===== config.mk =====
export PLATFORM = sky130hd
export DESIGN_NAME = irq_mask_and_rtc_seconds_regs
export DESIGN_NICKNAME = d
export VERILOG_FILES = /design/src/rtl/irq_rtc_pkg.sv /design/src/rtl/irq_mask_and_rtc_seconds_regs.sv
export VERILOG_INCLUDE_DIRS = /design/src /design/src/rtl
export SDC_FILE = /design/constraint.sdc
export NUM_CORES = 1
export LEC_CHECK = 0
export ABC_AREA = 1
export ABC_CLOCK_PERIOD_IN_PS = 2440
export BUFFER_PORTS_ARGS = -buffer_cell sky130_fd_sc_hd__buf_2
export CORE_UTILIZATION = 50
export DETAILED_ROUTE_END_ITERATION = 7
export GPL_TIMING_DRIVEN = 0
export PLACE_DENSITY_LB_ADDON = 0.1
export SLEW_MARGIN = 20
export SYNTH_ARGS = -nofsm -noshare
export SYNTH_HDL_FRONTEND = slang
export SYNTH_SLANG_ARGS = --single-unit
export TNS_END_PERCENT = 100

===== constraint.sdc =====
create_clock -name REF_CLK -period 2.44 [get_ports REF_CLK]
set_clock_uncertainty 0.05 [all_clocks]
set_input_delay 0.488 -clock REF_CLK [delete_from_list [all_inputs] [get_ports REF_CLK]]
set_output_delay 0.488 -clock REF_CLK [all_outputs]
set_load 0.005 [all_outputs]

===== src/rtl/irq_rtc_params.svh =====
// Constants of the interrupt mask and seconds counter register slice.
// Assumes inclusion by bare name from the files that need it.
`ifndef IRQ_RTC_PARAMS_SVH
`define IRQ_RTC_PARAMS_SVH

// Register indices; the byte address is four times the index.
`define IDX_GROUP4_MASK 14'h401c
`define IDX_PIN_MASK 14'h401d
`define IDX_WRITE_TRACKER 14'h4020
`define IDX_SECONDS_HIGH 14'h4021
`define IDX_SECONDS_LOW 14'h4022
`define IDX_CLOCK_CONTROL 14'h4025
`define IDX_GROUP4_STATUS 14'h4030
`define IDX_PIN_STATUS 14'h4031

// Field positions.
`define POS_CRYSTAL_START 7
`define POS_BUCK4_UV 3
`define POS_BUCK3_UV 2
`define POS_BUCK2_UV 1
`define POS_BUCK1_UV 0
`define POS_PIN_LOW 0
`define POS_PIN_HIGH 11
`define POS_TIME_VALID 15
`define POS_SYNC_BUSY 14

// Implemented bits and reset values.
`define GROUP4_BITS 16'h008f
`define PIN_BITS 16'h0fff
`define GROUP4_MASK_RESET 16'h008f
`define PIN_MASK_RESET 16'h0fff
`define STATUS_RESET 16'h0000
`define SECONDS_RESET 32'h0000_0000
`define TRACKER_RESET 16'h0000
`define LFSR_SEED 16'hace1

`endif


===== src/rtl/irq_rtc_pkg.sv =====
// Types shared by the interrupt mask and seconds counter register slice.
// Assumes the constants header is compiled alongside.
package irq_rtc_pkg;

	typedef logic [15:0] half_word_type;
	typedef logic [31:0] bus_word_type;

	typedef enum logic [3:0] {
		SEL_NONE = 4'h0,
		SEL_GROUP4_MASK = 4'h1,
		SEL_PIN_MASK = 4'h3,
		SEL_WRITE_TRACKER = 4'h2,
		SEL_SECONDS_HIGH = 4'h6,
		SEL_SECONDS_LOW = 4'h7,
		SEL_CLOCK_CONTROL = 4'h5,
		SEL_GROUP4_STATUS = 4'h4,
		SEL_PIN_STATUS = 4'hc
	} reg_sel_type;

endpackage


===== src/rtl/irq_mask_and_rtc_seconds_regs.sv =====
// APB register slice: interrupt masks, sticky event status and the
// 32-bit seconds counter with its write tracker.
// Assumes an APB master on REF_CLK and event and tick pins from other
// domains, each synchronised here before use.
//
// The APB slave port was decided locally.
`timescale 1ns/1ps
`default_nettype none
`include "irq_rtc_params.svh"

module irq_mask_and_rtc_seconds_regs
	import irq_rtc_pkg::*;
(
	input wire logic REF_CLK,
	input wire logic RST_N,
	input wire logic PSEL,
	input wire logic PENABLE,
	input wire logic PWRITE,
	input wire logic [31:0] PADDR,
	input wire logic [31:0] PWDATA,
	input wire logic [3:0] PSTRB,
	output logic [31:0] PRDATA,
	output logic PREADY,
	output logic PSLVERR,
	input wire logic SECOND_TICK,
	input wire logic CRYSTAL_START_EVT,
	input wire logic [3:0] BUCK_UV_EVT,
	input wire logic [11:0] PIN_EVT,
	output logic IRQ,
	output logic [31:0] SECONDS,
	output logic TIME_VALID,
	output logic SYNC_BUSY
);

	// Byte addresses of the registers.
	localparam bus_word_type ADDR_GROUP4_MASK =
		{16'h0000, `IDX_GROUP4_MASK, 2'b00};
	localparam bus_word_type ADDR_PIN_MASK =
		{16'h0000, `IDX_PIN_MASK, 2'b00};
	localparam bus_word_type ADDR_WRITE_TRACKER =
		{16'h0000, `IDX_WRITE_TRACKER, 2'b00};
	localparam bus_word_type ADDR_SECONDS_HIGH =
		{16'h0000, `IDX_SECONDS_HIGH, 2'b00};
	localparam bus_word_type ADDR_SECONDS_LOW =
		{16'h0000, `IDX_SECONDS_LOW, 2'b00};
	localparam bus_word_type ADDR_CLOCK_CONTROL =
		{16'h0000, `IDX_CLOCK_CONTROL, 2'b00};
	localparam bus_word_type ADDR_GROUP4_STATUS =
		{16'h0000, `IDX_GROUP4_STATUS, 2'b00};
	localparam bus_word_type ADDR_PIN_STATUS =
		{16'h0000, `IDX_PIN_STATUS, 2'b00};
	localparam half_word_type GROUP4_BITS = `GROUP4_BITS;
	localparam half_word_type PIN_BITS = `PIN_BITS;

	// Stored state.
	half_word_type group4_mask;
	half_word_type pin_mask;
	half_word_type group4_status;
	half_word_type pin_status;
	half_word_type write_tracker;
	half_word_type lfsr;
	logic [31:0] seconds;
	logic time_valid;
	logic [31:0] read_data;

	// Synchronisers: first stage, second stage, previous value.
	logic [16:0] evt_meta;
	logic [16:0] evt_sync;
	logic [16:0] evt_prev;
	logic tick_meta;
	logic tick_sync;
	logic tick_prev;

	// Next values.
	half_word_type next_group4_mask;
	half_word_type next_pin_mask;
	half_word_type next_group4_status;
	half_word_type next_pin_status;
	half_word_type next_write_tracker;
	half_word_type next_lfsr;
	logic [31:0] next_seconds;
	logic next_time_valid;

	// Bus phases.
	wire setup_phase;
	wire access_phase;
	wire access_write;
	wire access_read;
	assign setup_phase = PSEL & ~PENABLE;
	assign access_phase = PSEL & PENABLE;
	assign access_write = access_phase & PWRITE;
	assign access_read = access_phase & ~PWRITE;

	// Address decode.
	wire hit_group4_mask;
	wire hit_pin_mask;
	wire hit_write_tracker;
	wire hit_seconds_high;
	wire hit_seconds_low;
	wire hit_clock_control;
	wire hit_group4_status;
	wire hit_pin_status;
	wire hit_any;
	wire hit_writable;
	assign hit_group4_mask = PADDR == ADDR_GROUP4_MASK;
	assign hit_pin_mask = PADDR == ADDR_PIN_MASK;
	assign hit_write_tracker = PADDR == ADDR_WRITE_TRACKER;
	assign hit_seconds_high = PADDR == ADDR_SECONDS_HIGH;
	assign hit_seconds_low = PADDR == ADDR_SECONDS_LOW;
	assign hit_clock_control = PADDR == ADDR_CLOCK_CONTROL;
	assign hit_group4_status = PADDR == ADDR_GROUP4_STATUS;
	assign hit_pin_status = PADDR == ADDR_PIN_STATUS;
	assign hit_writable = hit_group4_mask | hit_pin_mask |
		hit_seconds_high | hit_seconds_low;
	assign hit_any = hit_writable | hit_write_tracker |
		hit_clock_control | hit_group4_status | hit_pin_status;

	// Writes to read-only registers and all unmapped accesses are refused and leave state untouched.
	wire access_error;
	wire write_ok;
	assign access_error = access_phase & (~hit_any | (PWRITE & ~hit_writable));
	assign write_ok = access_write & ~access_error;

	wire write_group4_mask;
	wire write_pin_mask;
	wire write_seconds_high;
	wire write_seconds_low;
	wire write_seconds;
	wire read_group4_status;
	wire read_pin_status;
	assign write_group4_mask = write_ok & hit_group4_mask;
	assign write_pin_mask = write_ok & hit_pin_mask;
	assign write_seconds_high = write_ok & hit_seconds_high;
	assign write_seconds_low = write_ok & hit_seconds_low;
	assign write_seconds = write_seconds_high | write_seconds_low;
	assign read_group4_status = access_read & hit_group4_status;
	assign read_pin_status = access_read & hit_pin_status;

	// Byte lanes 0 and 1 carry the 16-bit registers.
	function automatic half_word_type merge_lanes(
		input half_word_type old_value,
		input logic [31:0] data,
		input logic [3:0] strobe
	);
		half_word_type merged;
		merged = old_value;
		if (strobe[0]) begin
			merged[7:0] = data[7:0];
		end
		if (strobe[1]) begin
			merged[15:8] = data[15:8];
		end
		return merged;
	endfunction

	// Register select for the read path.
	reg_sel_type read_sel;
	assign read_sel = hit_group4_mask ? SEL_GROUP4_MASK :
		hit_pin_mask ? SEL_PIN_MASK :
		hit_write_tracker ? SEL_WRITE_TRACKER :
		hit_seconds_high ? SEL_SECONDS_HIGH :
		hit_seconds_low ? SEL_SECONDS_LOW :
		hit_clock_control ? SEL_CLOCK_CONTROL :
		hit_group4_status ? SEL_GROUP4_STATUS :
		hit_pin_status ? SEL_PIN_STATUS : SEL_NONE;

	// Event edges.
	wire [16:0] evt_rise;
	wire [7:0] group4_evt;
	wire [11:0] pin_evt;
	wire [15:0] group4_set;
	wire [15:0] pin_set;
	wire tick_rise;
	assign evt_rise = evt_sync & ~evt_prev;
	assign tick_rise = tick_sync & ~tick_prev;
	assign group4_evt = {evt_rise[16], 3'b000, evt_rise[15:12]};
	assign pin_evt = evt_rise[11:0];
	assign group4_set = {8'h00, group4_evt};
	assign pin_set = {4'h0, pin_evt};

	// Sticky status; a read clears only the bits it returned, so an event
	// landing after the setup capture survives, and an edge always wins.
	generate
		for (genvar i = 0; i < 16; i++) begin : g_status
			assign next_group4_status[i] = GROUP4_BITS[i] &
				(group4_set[i] | (group4_status[i] &
				~(read_group4_status & read_data[i])));
			assign next_pin_status[i] = PIN_BITS[i] &
				(pin_set[i] | (pin_status[i] &
				~(read_pin_status & read_data[i])));
		end
	endgenerate

	// Masks keep only their implemented bits.
	assign next_group4_mask = write_group4_mask ?
		(merge_lanes(group4_mask, PWDATA, PSTRB) & GROUP4_BITS) :
		group4_mask;
	assign next_pin_mask = write_pin_mask ?
		(merge_lanes(pin_mask, PWDATA, PSTRB) & PIN_BITS) :
		pin_mask;

	// A written half takes the bus value; a tick in that cycle is dropped,
	// since software has just defined the time itself.
	wire [31:0] seconds_written;
	assign seconds_written = {
		write_seconds_high ?
			merge_lanes(seconds[31:16], PWDATA, PSTRB) : seconds[31:16],
		write_seconds_low ?
			merge_lanes(seconds[15:0], PWDATA, PSTRB) : seconds[15:0]
	};
	assign next_seconds = write_seconds ? seconds_written :
		tick_rise ? seconds + 32'h0000_0001 : seconds;

	// Free-running LFSR; its state is sampled on each seconds write.
	wire lfsr_feedback;
	assign lfsr_feedback = lfsr[15] ^ lfsr[13] ^ lfsr[12] ^ lfsr[10];
	assign next_lfsr = {lfsr[14:0], lfsr_feedback};
	assign next_write_tracker = write_seconds ? lfsr : write_tracker;
	assign next_time_valid = time_valid | write_seconds;

	// Busy while a tick is crossing into the counter, so a write then
	// could collide with the increment.
	wire sync_busy;
	assign sync_busy = tick_sync ^ tick_prev;

	// Read data multiplexer.
	logic [31:0] next_read_data;
	always_comb begin
		next_read_data = 32'h0000_0000;
		case (read_sel)
			SEL_GROUP4_MASK: begin
				next_read_data = {16'h0000, group4_mask};
			end
			SEL_PIN_MASK: begin
				next_read_data = {16'h0000, pin_mask};
			end
			SEL_WRITE_TRACKER: begin
				next_read_data = {16'h0000, write_tracker};
			end
			SEL_SECONDS_HIGH: begin
				next_read_data = {16'h0000, seconds[31:16]};
			end
			SEL_SECONDS_LOW: begin
				next_read_data = {16'h0000, seconds[15:0]};
			end
			SEL_CLOCK_CONTROL: begin
				next_read_data[`POS_TIME_VALID] = time_valid;
				next_read_data[`POS_SYNC_BUSY] = sync_busy;
			end
			SEL_GROUP4_STATUS: begin
				next_read_data = {16'h0000, group4_status};
			end
			SEL_PIN_STATUS: begin
				next_read_data = {16'h0000, pin_status};
			end
			default: begin
				next_read_data = 32'h0000_0000;
			end
		endcase
	end

	// Synchronisers.
	always_ff @(posedge REF_CLK) begin
		if (!RST_N) begin
			evt_meta <= 17'h00000;
			evt_sync <= 17'h00000;
			evt_prev <= 17'h00000;
		end else begin
			evt_meta <= {CRYSTAL_START_EVT, BUCK_UV_EVT, PIN_EVT};
			evt_sync <= evt_meta;
			evt_prev <= evt_sync;
		end
	end

	always_ff @(posedge REF_CLK) begin
		if (!RST_N) begin
			tick_meta <= 1'b0;
			tick_sync <= 1'b0;
			tick_prev <= 1'b0;
		end else begin
			tick_meta <= SECOND_TICK;
			tick_sync <= tick_meta;
			tick_prev <= tick_sync;
		end
	end

	// Interrupt masks and status.
	always_ff @(posedge REF_CLK) begin
		if (!RST_N) begin
			group4_mask <= `GROUP4_MASK_RESET;
			pin_mask <= `PIN_MASK_RESET;
			group4_status <= `STATUS_RESET;
			pin_status <= `STATUS_RESET;
		end else begin
			group4_mask <= next_group4_mask;
			pin_mask <= next_pin_mask;
			group4_status <= next_group4_status;
			pin_status <= next_pin_status;
		end
	end

	// Seconds counter and its companions.
	always_ff @(posedge REF_CLK) begin
		if (!RST_N) begin
			seconds <= `SECONDS_RESET;
			write_tracker <= `TRACKER_RESET;
			lfsr <= `LFSR_SEED;
			time_valid <= 1'b0;
		end else begin
			seconds <= next_seconds;
			write_tracker <= next_write_tracker;
			lfsr <= next_lfsr;
			time_valid <= next_time_valid;
		end
	end

	// Read data is captured in the setup phase so it is stable in access.
	always_ff @(posedge REF_CLK) begin
		if (!RST_N) begin
			read_data <= 32'h0000_0000;
		end else if (setup_phase & ~PWRITE) begin
			read_data <= next_read_data;
		end
	end

	// Every transfer completes in its first access cycle.
	assign PREADY = 1'b1;
	assign PSLVERR = access_error;
	assign PRDATA = read_data;

	// A set mask bit removes its source from the combined request.
	wire [15:0] group4_pending;
	wire [15:0] pin_pending;
	assign group4_pending = group4_status & ~group4_mask;
	assign pin_pending = pin_status & ~pin_mask;
	assign IRQ = |{group4_pending, pin_pending};

	assign SECONDS = seconds;
	assign TIME_VALID = time_valid;
	assign SYNC_BUSY = sync_busy;

endmodule

`default_nettype wire


Yosys cells after proc, flatten, opt, wreduce, memory -nomap -nowiden:

Cells that the tools add are included.

* output and inout bits: 69
* flip-flop bits (word level): 184
* input port bits: 91

* bitwise logic cells: 109
* add/sub/neg operators: 1
* reductions and logical operators: 9
* eq/ne operators: 20
* muxes and demuxes: 16

Operators by type and width (number)
* 32-bit by 8-bit == test with 1-bit output (second input constant): 6
* 14-bit one-hot mux with 7 select lines: 1
* 32-bit by 7-bit == test with 1-bit output (second input constant): 2
* 32-bit two-way mux: 2
* 1-bit AND: 49
* 32-bit by 1-bit adder with 32-bit output (second input constant): 1
* 16-bit AND: 2
* 16-bit two-way mux: 2
* 4-bit two-way mux: 8
* 32-bit OR reduction: 1
* 1-bit bitwise OR: 27
* 1-bit inverter: 23
* 17-bit AND: 1
* 17-bit inverter: 1
* 4-bit by 3-bit == test with 1-bit output (second input constant): 4
* 8-bit two-way mux: 2
* 12-bit inverter with 16-bit output: 1
* 8-bit inverter with 16-bit output: 1
* 2-bit one-hot mux with 6 select lines: 1
* 3-bit AND reduction: 4
* 4-bit by 2-bit == test with 1-bit output (second input constant): 2
* 2-bit inequality test (second input constant): 4
* 2-bit AND reduction: 3
* 4-bit by 1-bit == test with 1-bit output (second input constant): 1
* 3 further kinds: 6

Logic depth before layout (Yosys ltp):

* word-level depth: 17
* gate-level depth with buffers: 14
* gate-level depth less buffers: 13

Worst setup path before layout:

Ideal clock, no wire load.

* kind: in2out
* start: input port PADDR[23]
* end: output port PSLVERR
* slack: 0.390 ns
* stages on the path: 10
* buffers on the path: 2
* data required time: 1.902 ns
* data arrival time: 1.512 ns
* cells stage by stage: nor2_1 -> nand2_1 -> inv_1 -> nand2_1 -> nor2_2 -> buf_2 -> buf_2 -> nand2_1 -> nand4_1 -> a211oi_1

* word-level cells in the longest chain between the ends: 11
* elaborated cells on any way between the ends: 20
* those cells by class: eq/ne (8); bitwise (12)

RTL lines
* from (decl): RTL line irq_mask_and_rtc_seconds_regs.sv:19 `input wire logic [31:0] PADDR,`
* 32-bit by 7-bit == test with 1-bit output (on tied branches): RTL line irq_mask_and_rtc_seconds_regs.sv:105, irq_mask_and_rtc_seconds_regs.sv:106
* 1-bit bitwise OR (2 in a row): RTL line irq_mask_and_rtc_seconds_regs.sv:113 `assign hit_writable = hit_group4_mask | hit_pin_mask |`
* 1-bit bitwise OR: RTL line irq_mask_and_rtc_seconds_regs.sv:114 `hit_seconds_high | hit_seconds_low;`
* 1-bit bitwise OR (2 in a row): RTL line irq_mask_and_rtc_seconds_regs.sv:115 `assign hit_any = hit_writable | hit_write_tracker |`
* 1-bit bitwise OR (2 in a row): RTL line irq_mask_and_rtc_seconds_regs.sv:116 `hit_clock_control | hit_group4_status | hit_pin_status;`
* 1-bit inverter: RTL line irq_mask_and_rtc_seconds_regs.sv:121 `assign access_error = access_phase & (~hit_any | (PWRITE & ~hit_writable));`
* 1-bit bitwise OR (*): RTL line irq_mask_and_rtc_seconds_regs.sv:121
* 1-bit AND (*): RTL line irq_mask_and_rtc_seconds_regs.sv:121
* to (decl): RTL line irq_mask_and_rtc_seconds_regs.sv:24 `output logic PSLVERR,`

Mark *: on every way between the ends. The rest lies on a longest branch, timed or not.

Worst setup path in the final report:

* start: input port PADDR[6]
* end: output port PSLVERR

Same word-level chain as after synthesis.

==> metrics.cfg <==
[status]
status = finished, final reports clean

[timing]
max_slew_margin = 0.3073
setup_viol = 0
fin_setup_tns_ns = 0
worst-slew-pin-transition_ns = 1.031
slew_violations = 0
hold_viol_final = 0
grt_setup_unrepaired = yes
period_share = 0.9722
fin_crit_ns = 2.372
max_freq_mhz = 421.6

[floorplanning]
die_area_um2 = 16890
initial_core_util = 0.5137
num_rows = 46
die_width_um = 130.0
die_h_um = 130.0
core_um2 = 15940
ios = 160

[yosys]
synth_top_family_by_area = simple AND/OR/NAND/NOR gates
yosysTopAreaCell = dfxtp_1
avgSynthCellArea_um2 = 6.615
netlist_instances = 1238
syn_area_um2 = 8189
ys_top_cells_by_area = dfxtp_1 (41%), nand2_1 (16%), inv_1 (7.8%)
synth_top_area_frac = 0.4131
ys_top_cells_by_count = nand2_1 (357), inv_1 (171), dfxtp_1 (169)
synthSimpleGateAreaFrac = 0.3481
synthMuxAreaShare = 0
synth_top_flop_cell = dfxtp_1
yosysWarnings = 0
synthArstFlopShare = 0
synthAdderAreaFrac = 0.003056
synth_most_common_cell = nand2_1
synth_cell_types = 38
ys_ff_latch = 169
synth_compound_area_frac = 0.09290
synth_seq_area_share = 0.4131
synth_xor_area_frac = 0.01711
synth_edf_count = 0

[critical_path]
cp.arrival_ns = 1.83
cp_max_fo = 11
required_ns = 1.90
startpoint = PADDR[6]
r2r_start = SECONDS[0]
end_kind = primary output
start_kind = input pin
path_cells = buf_2 -> inv_1 -> nand2_2 -> nor2_4 -> nand2_1 -> nor2_4 -> nand2_2 -> nand4_1 -> a211oi_1 -> buf_2
r2r_slack_ns = 0.22
critPathSlowestCell = nor2_4
r2r_cells = 11
r2r_end = SECONDS[26]
cp-endpoint = PSLVERR
critPathKind = in -> out
max_stage_delay_ns = 0.23

[clocking]
cts_tree = built
cts.sinks = 169
clock_latency_ns = 0.43
root_buffer = clkbuf_16
cts.clk_slew.worst_paths_ns = 0.07
postCtsHoldBufs = 0
cts_buffers = 17
ctsHtreeMaxLevel = 4
cts.path.max_buffers = 2

[global_route]
grt_usage = 0.3175
grt_max_degree = 18
grt_pass1_wl_um = 40070
grt_pass1_vias = 7546
grt_overflow = 0
antenna_found_initial = 0

[route]
drt_iter0_markers = 751
wire_per_inst_um = 15.67
vias = 8299
dr.pass1.iters = 6
ant_nets = 0
wl_um = 25440
drc = 0
vias_per_cell = 5.110

[run]
maxCapViolations = 0

[power]
p_comb_frac = 0.069
internal_power_w = 0.004610
switching_power_w = 0.001601
leakage_nw = 5.087
ir_worst_vdd_mv = 0.5154
powerDensity_nw_per_um2 = 632.6
share_seq_of_total_power = 0.475
pwr-share-clk = 0.456
swShare = 0.2577

[cells_and_area]
n_antenna_cell = 0
nNetsFinal = 1488
syn2layout_area_growth_pct = 19.89
layout-drive-gt1-share = 0.1626
final_util = 0.6158

[placement]
dpl.hpwl_um = 19360
place.gp.congestion = 0.9377
io_buffer_count = 122

[worst_hold_path]
hold_path.class = in -> reg

[worst max-delay path, delay by kind of cell]
family / cells / cell delay (ns)
simple gates: 6 / 0.90
buf+inv: 3 / 0.35
compound gates: 1 / 0.10
[layout make-up]
class / count / area [µm²]
fillers: 1577 / 6125
multi-input cells: 848 / 3886
flip-flops and latches: 169 / 3383
inverters: 173 / 650.6
repair buffers: 124 / 625.6
clock buffers: 18 / 439.2
plain buffers: 62 / 384.1
well taps: 216 / 270.3
clock inverters: 14 / 178.9
[sequential cells by signal, indices dropped and copies added (netlist names)]
name	cells
lfsr	16
group4_mask	5
group4_status	5
PRDATA	16
tick_meta	1
pin_status	12
write_tracker	16
tick_prev	1
TIME_VALID	1
evt_prev	17
evt_meta	17
SECONDS	32
tick_sync	1
pin_mask	12
evt_sync	17
[timing repair]
item	4_1_cts	5_1_grt
cloned	0	0
pin swaps	0	2
buffers inserted	0	2
setup endpoints to repair	2	2
resized for setup	6	11
hold endpoints to repair	0	0
[cells by family after synthesis]
logic type | count (synthesis)
simple gates | 671
buf+inv | 236
flops | 169
compound gates | 142
xor+xnor | 16
fa+ha+maj | 2
other cells | 2
[routing by layer]
layer | up-vias | track usage | wire length [µm]
met1 | 3751 | 0.4016 | 10950
met2 | 329 | 0.5288 | 11780
li1 | 4159 | - | -
met3 | 60 | 0.05617 | 1804
met4 | 0 | 0.1436 | 913
met5 | - | 0 | 0
[metrics by stage]
step	cell area [µm²]	worst slack, ns	instances	hold slack (ns)	total power (W)
floorplan	8245	0.3900	1253	0.3405	0.003230
global placement	9126	-0.2166	1591	0.3414	0.003427
detailed placement	9126	-0.2367	1591	0.3454	0.003436
CTS	9757	-0.03630	1622	0.1737	0.006234
global route	9818	-0.02004	1624	0.1743	0.006418
finish	9818	0.06781	1624	0.1812	0.006211
[power by group through the flow]
stage	Sequential [W]	Clock [W]	Combinational [W]
floorplan	0.00297	0	0.000258
global placement	0.00301	0	0.000419
detailed placement	0.00301	0	0.000427
CTS	0.00295	0.00286	0.000429
global route	0.00296	0.00297	0.000493
finish	0.00295	0.00283	0.000431
[cells in the final DEF (no fill, tap or decap), types with 7 or more instances in the layout]
master | Yosys | layout
clkbuf_1 | 21 | 20
xor2_1 | 12 | 12
a21oi_1 | 31 | 31
o22ai_1 | 19 | 19
buf_6 | 6 | 9
nand2_1 | 357 | 356
or2_2 | 7 | 7
buf_2 | 11 | 131
nand4_1 | 27 | 27
dfxtp_1 | 169 | 169
o21ai_0 | 78 | 78
inv_1 | 171 | 171
buf_4 | 20 | 21
nor2_4 | 4 | 8
clkbuf_16 | 0 | 17
nand3_1 | 76 | 76
nor2_1 | 165 | 162
conb_1 | 2 | 17
nor3_1 | 14 | 13
[worst min path at each step]
stage	start	endpoint	cells after the start
floorplan	evt_meta[0]	evt_sync[0]	2
global placement	tick_meta	tick_sync	2
CTS	BUCK_UV_EVT[1]	evt_meta[13]	3
detailed placement	evt_meta[15]	evt_sync[15]	2
global route	PIN_EVT[0]	evt_meta[0]	3
finish	PIN_EVT[7]	evt_meta[7]	3
Note: power is estimated with default switching activity, not from simulation.
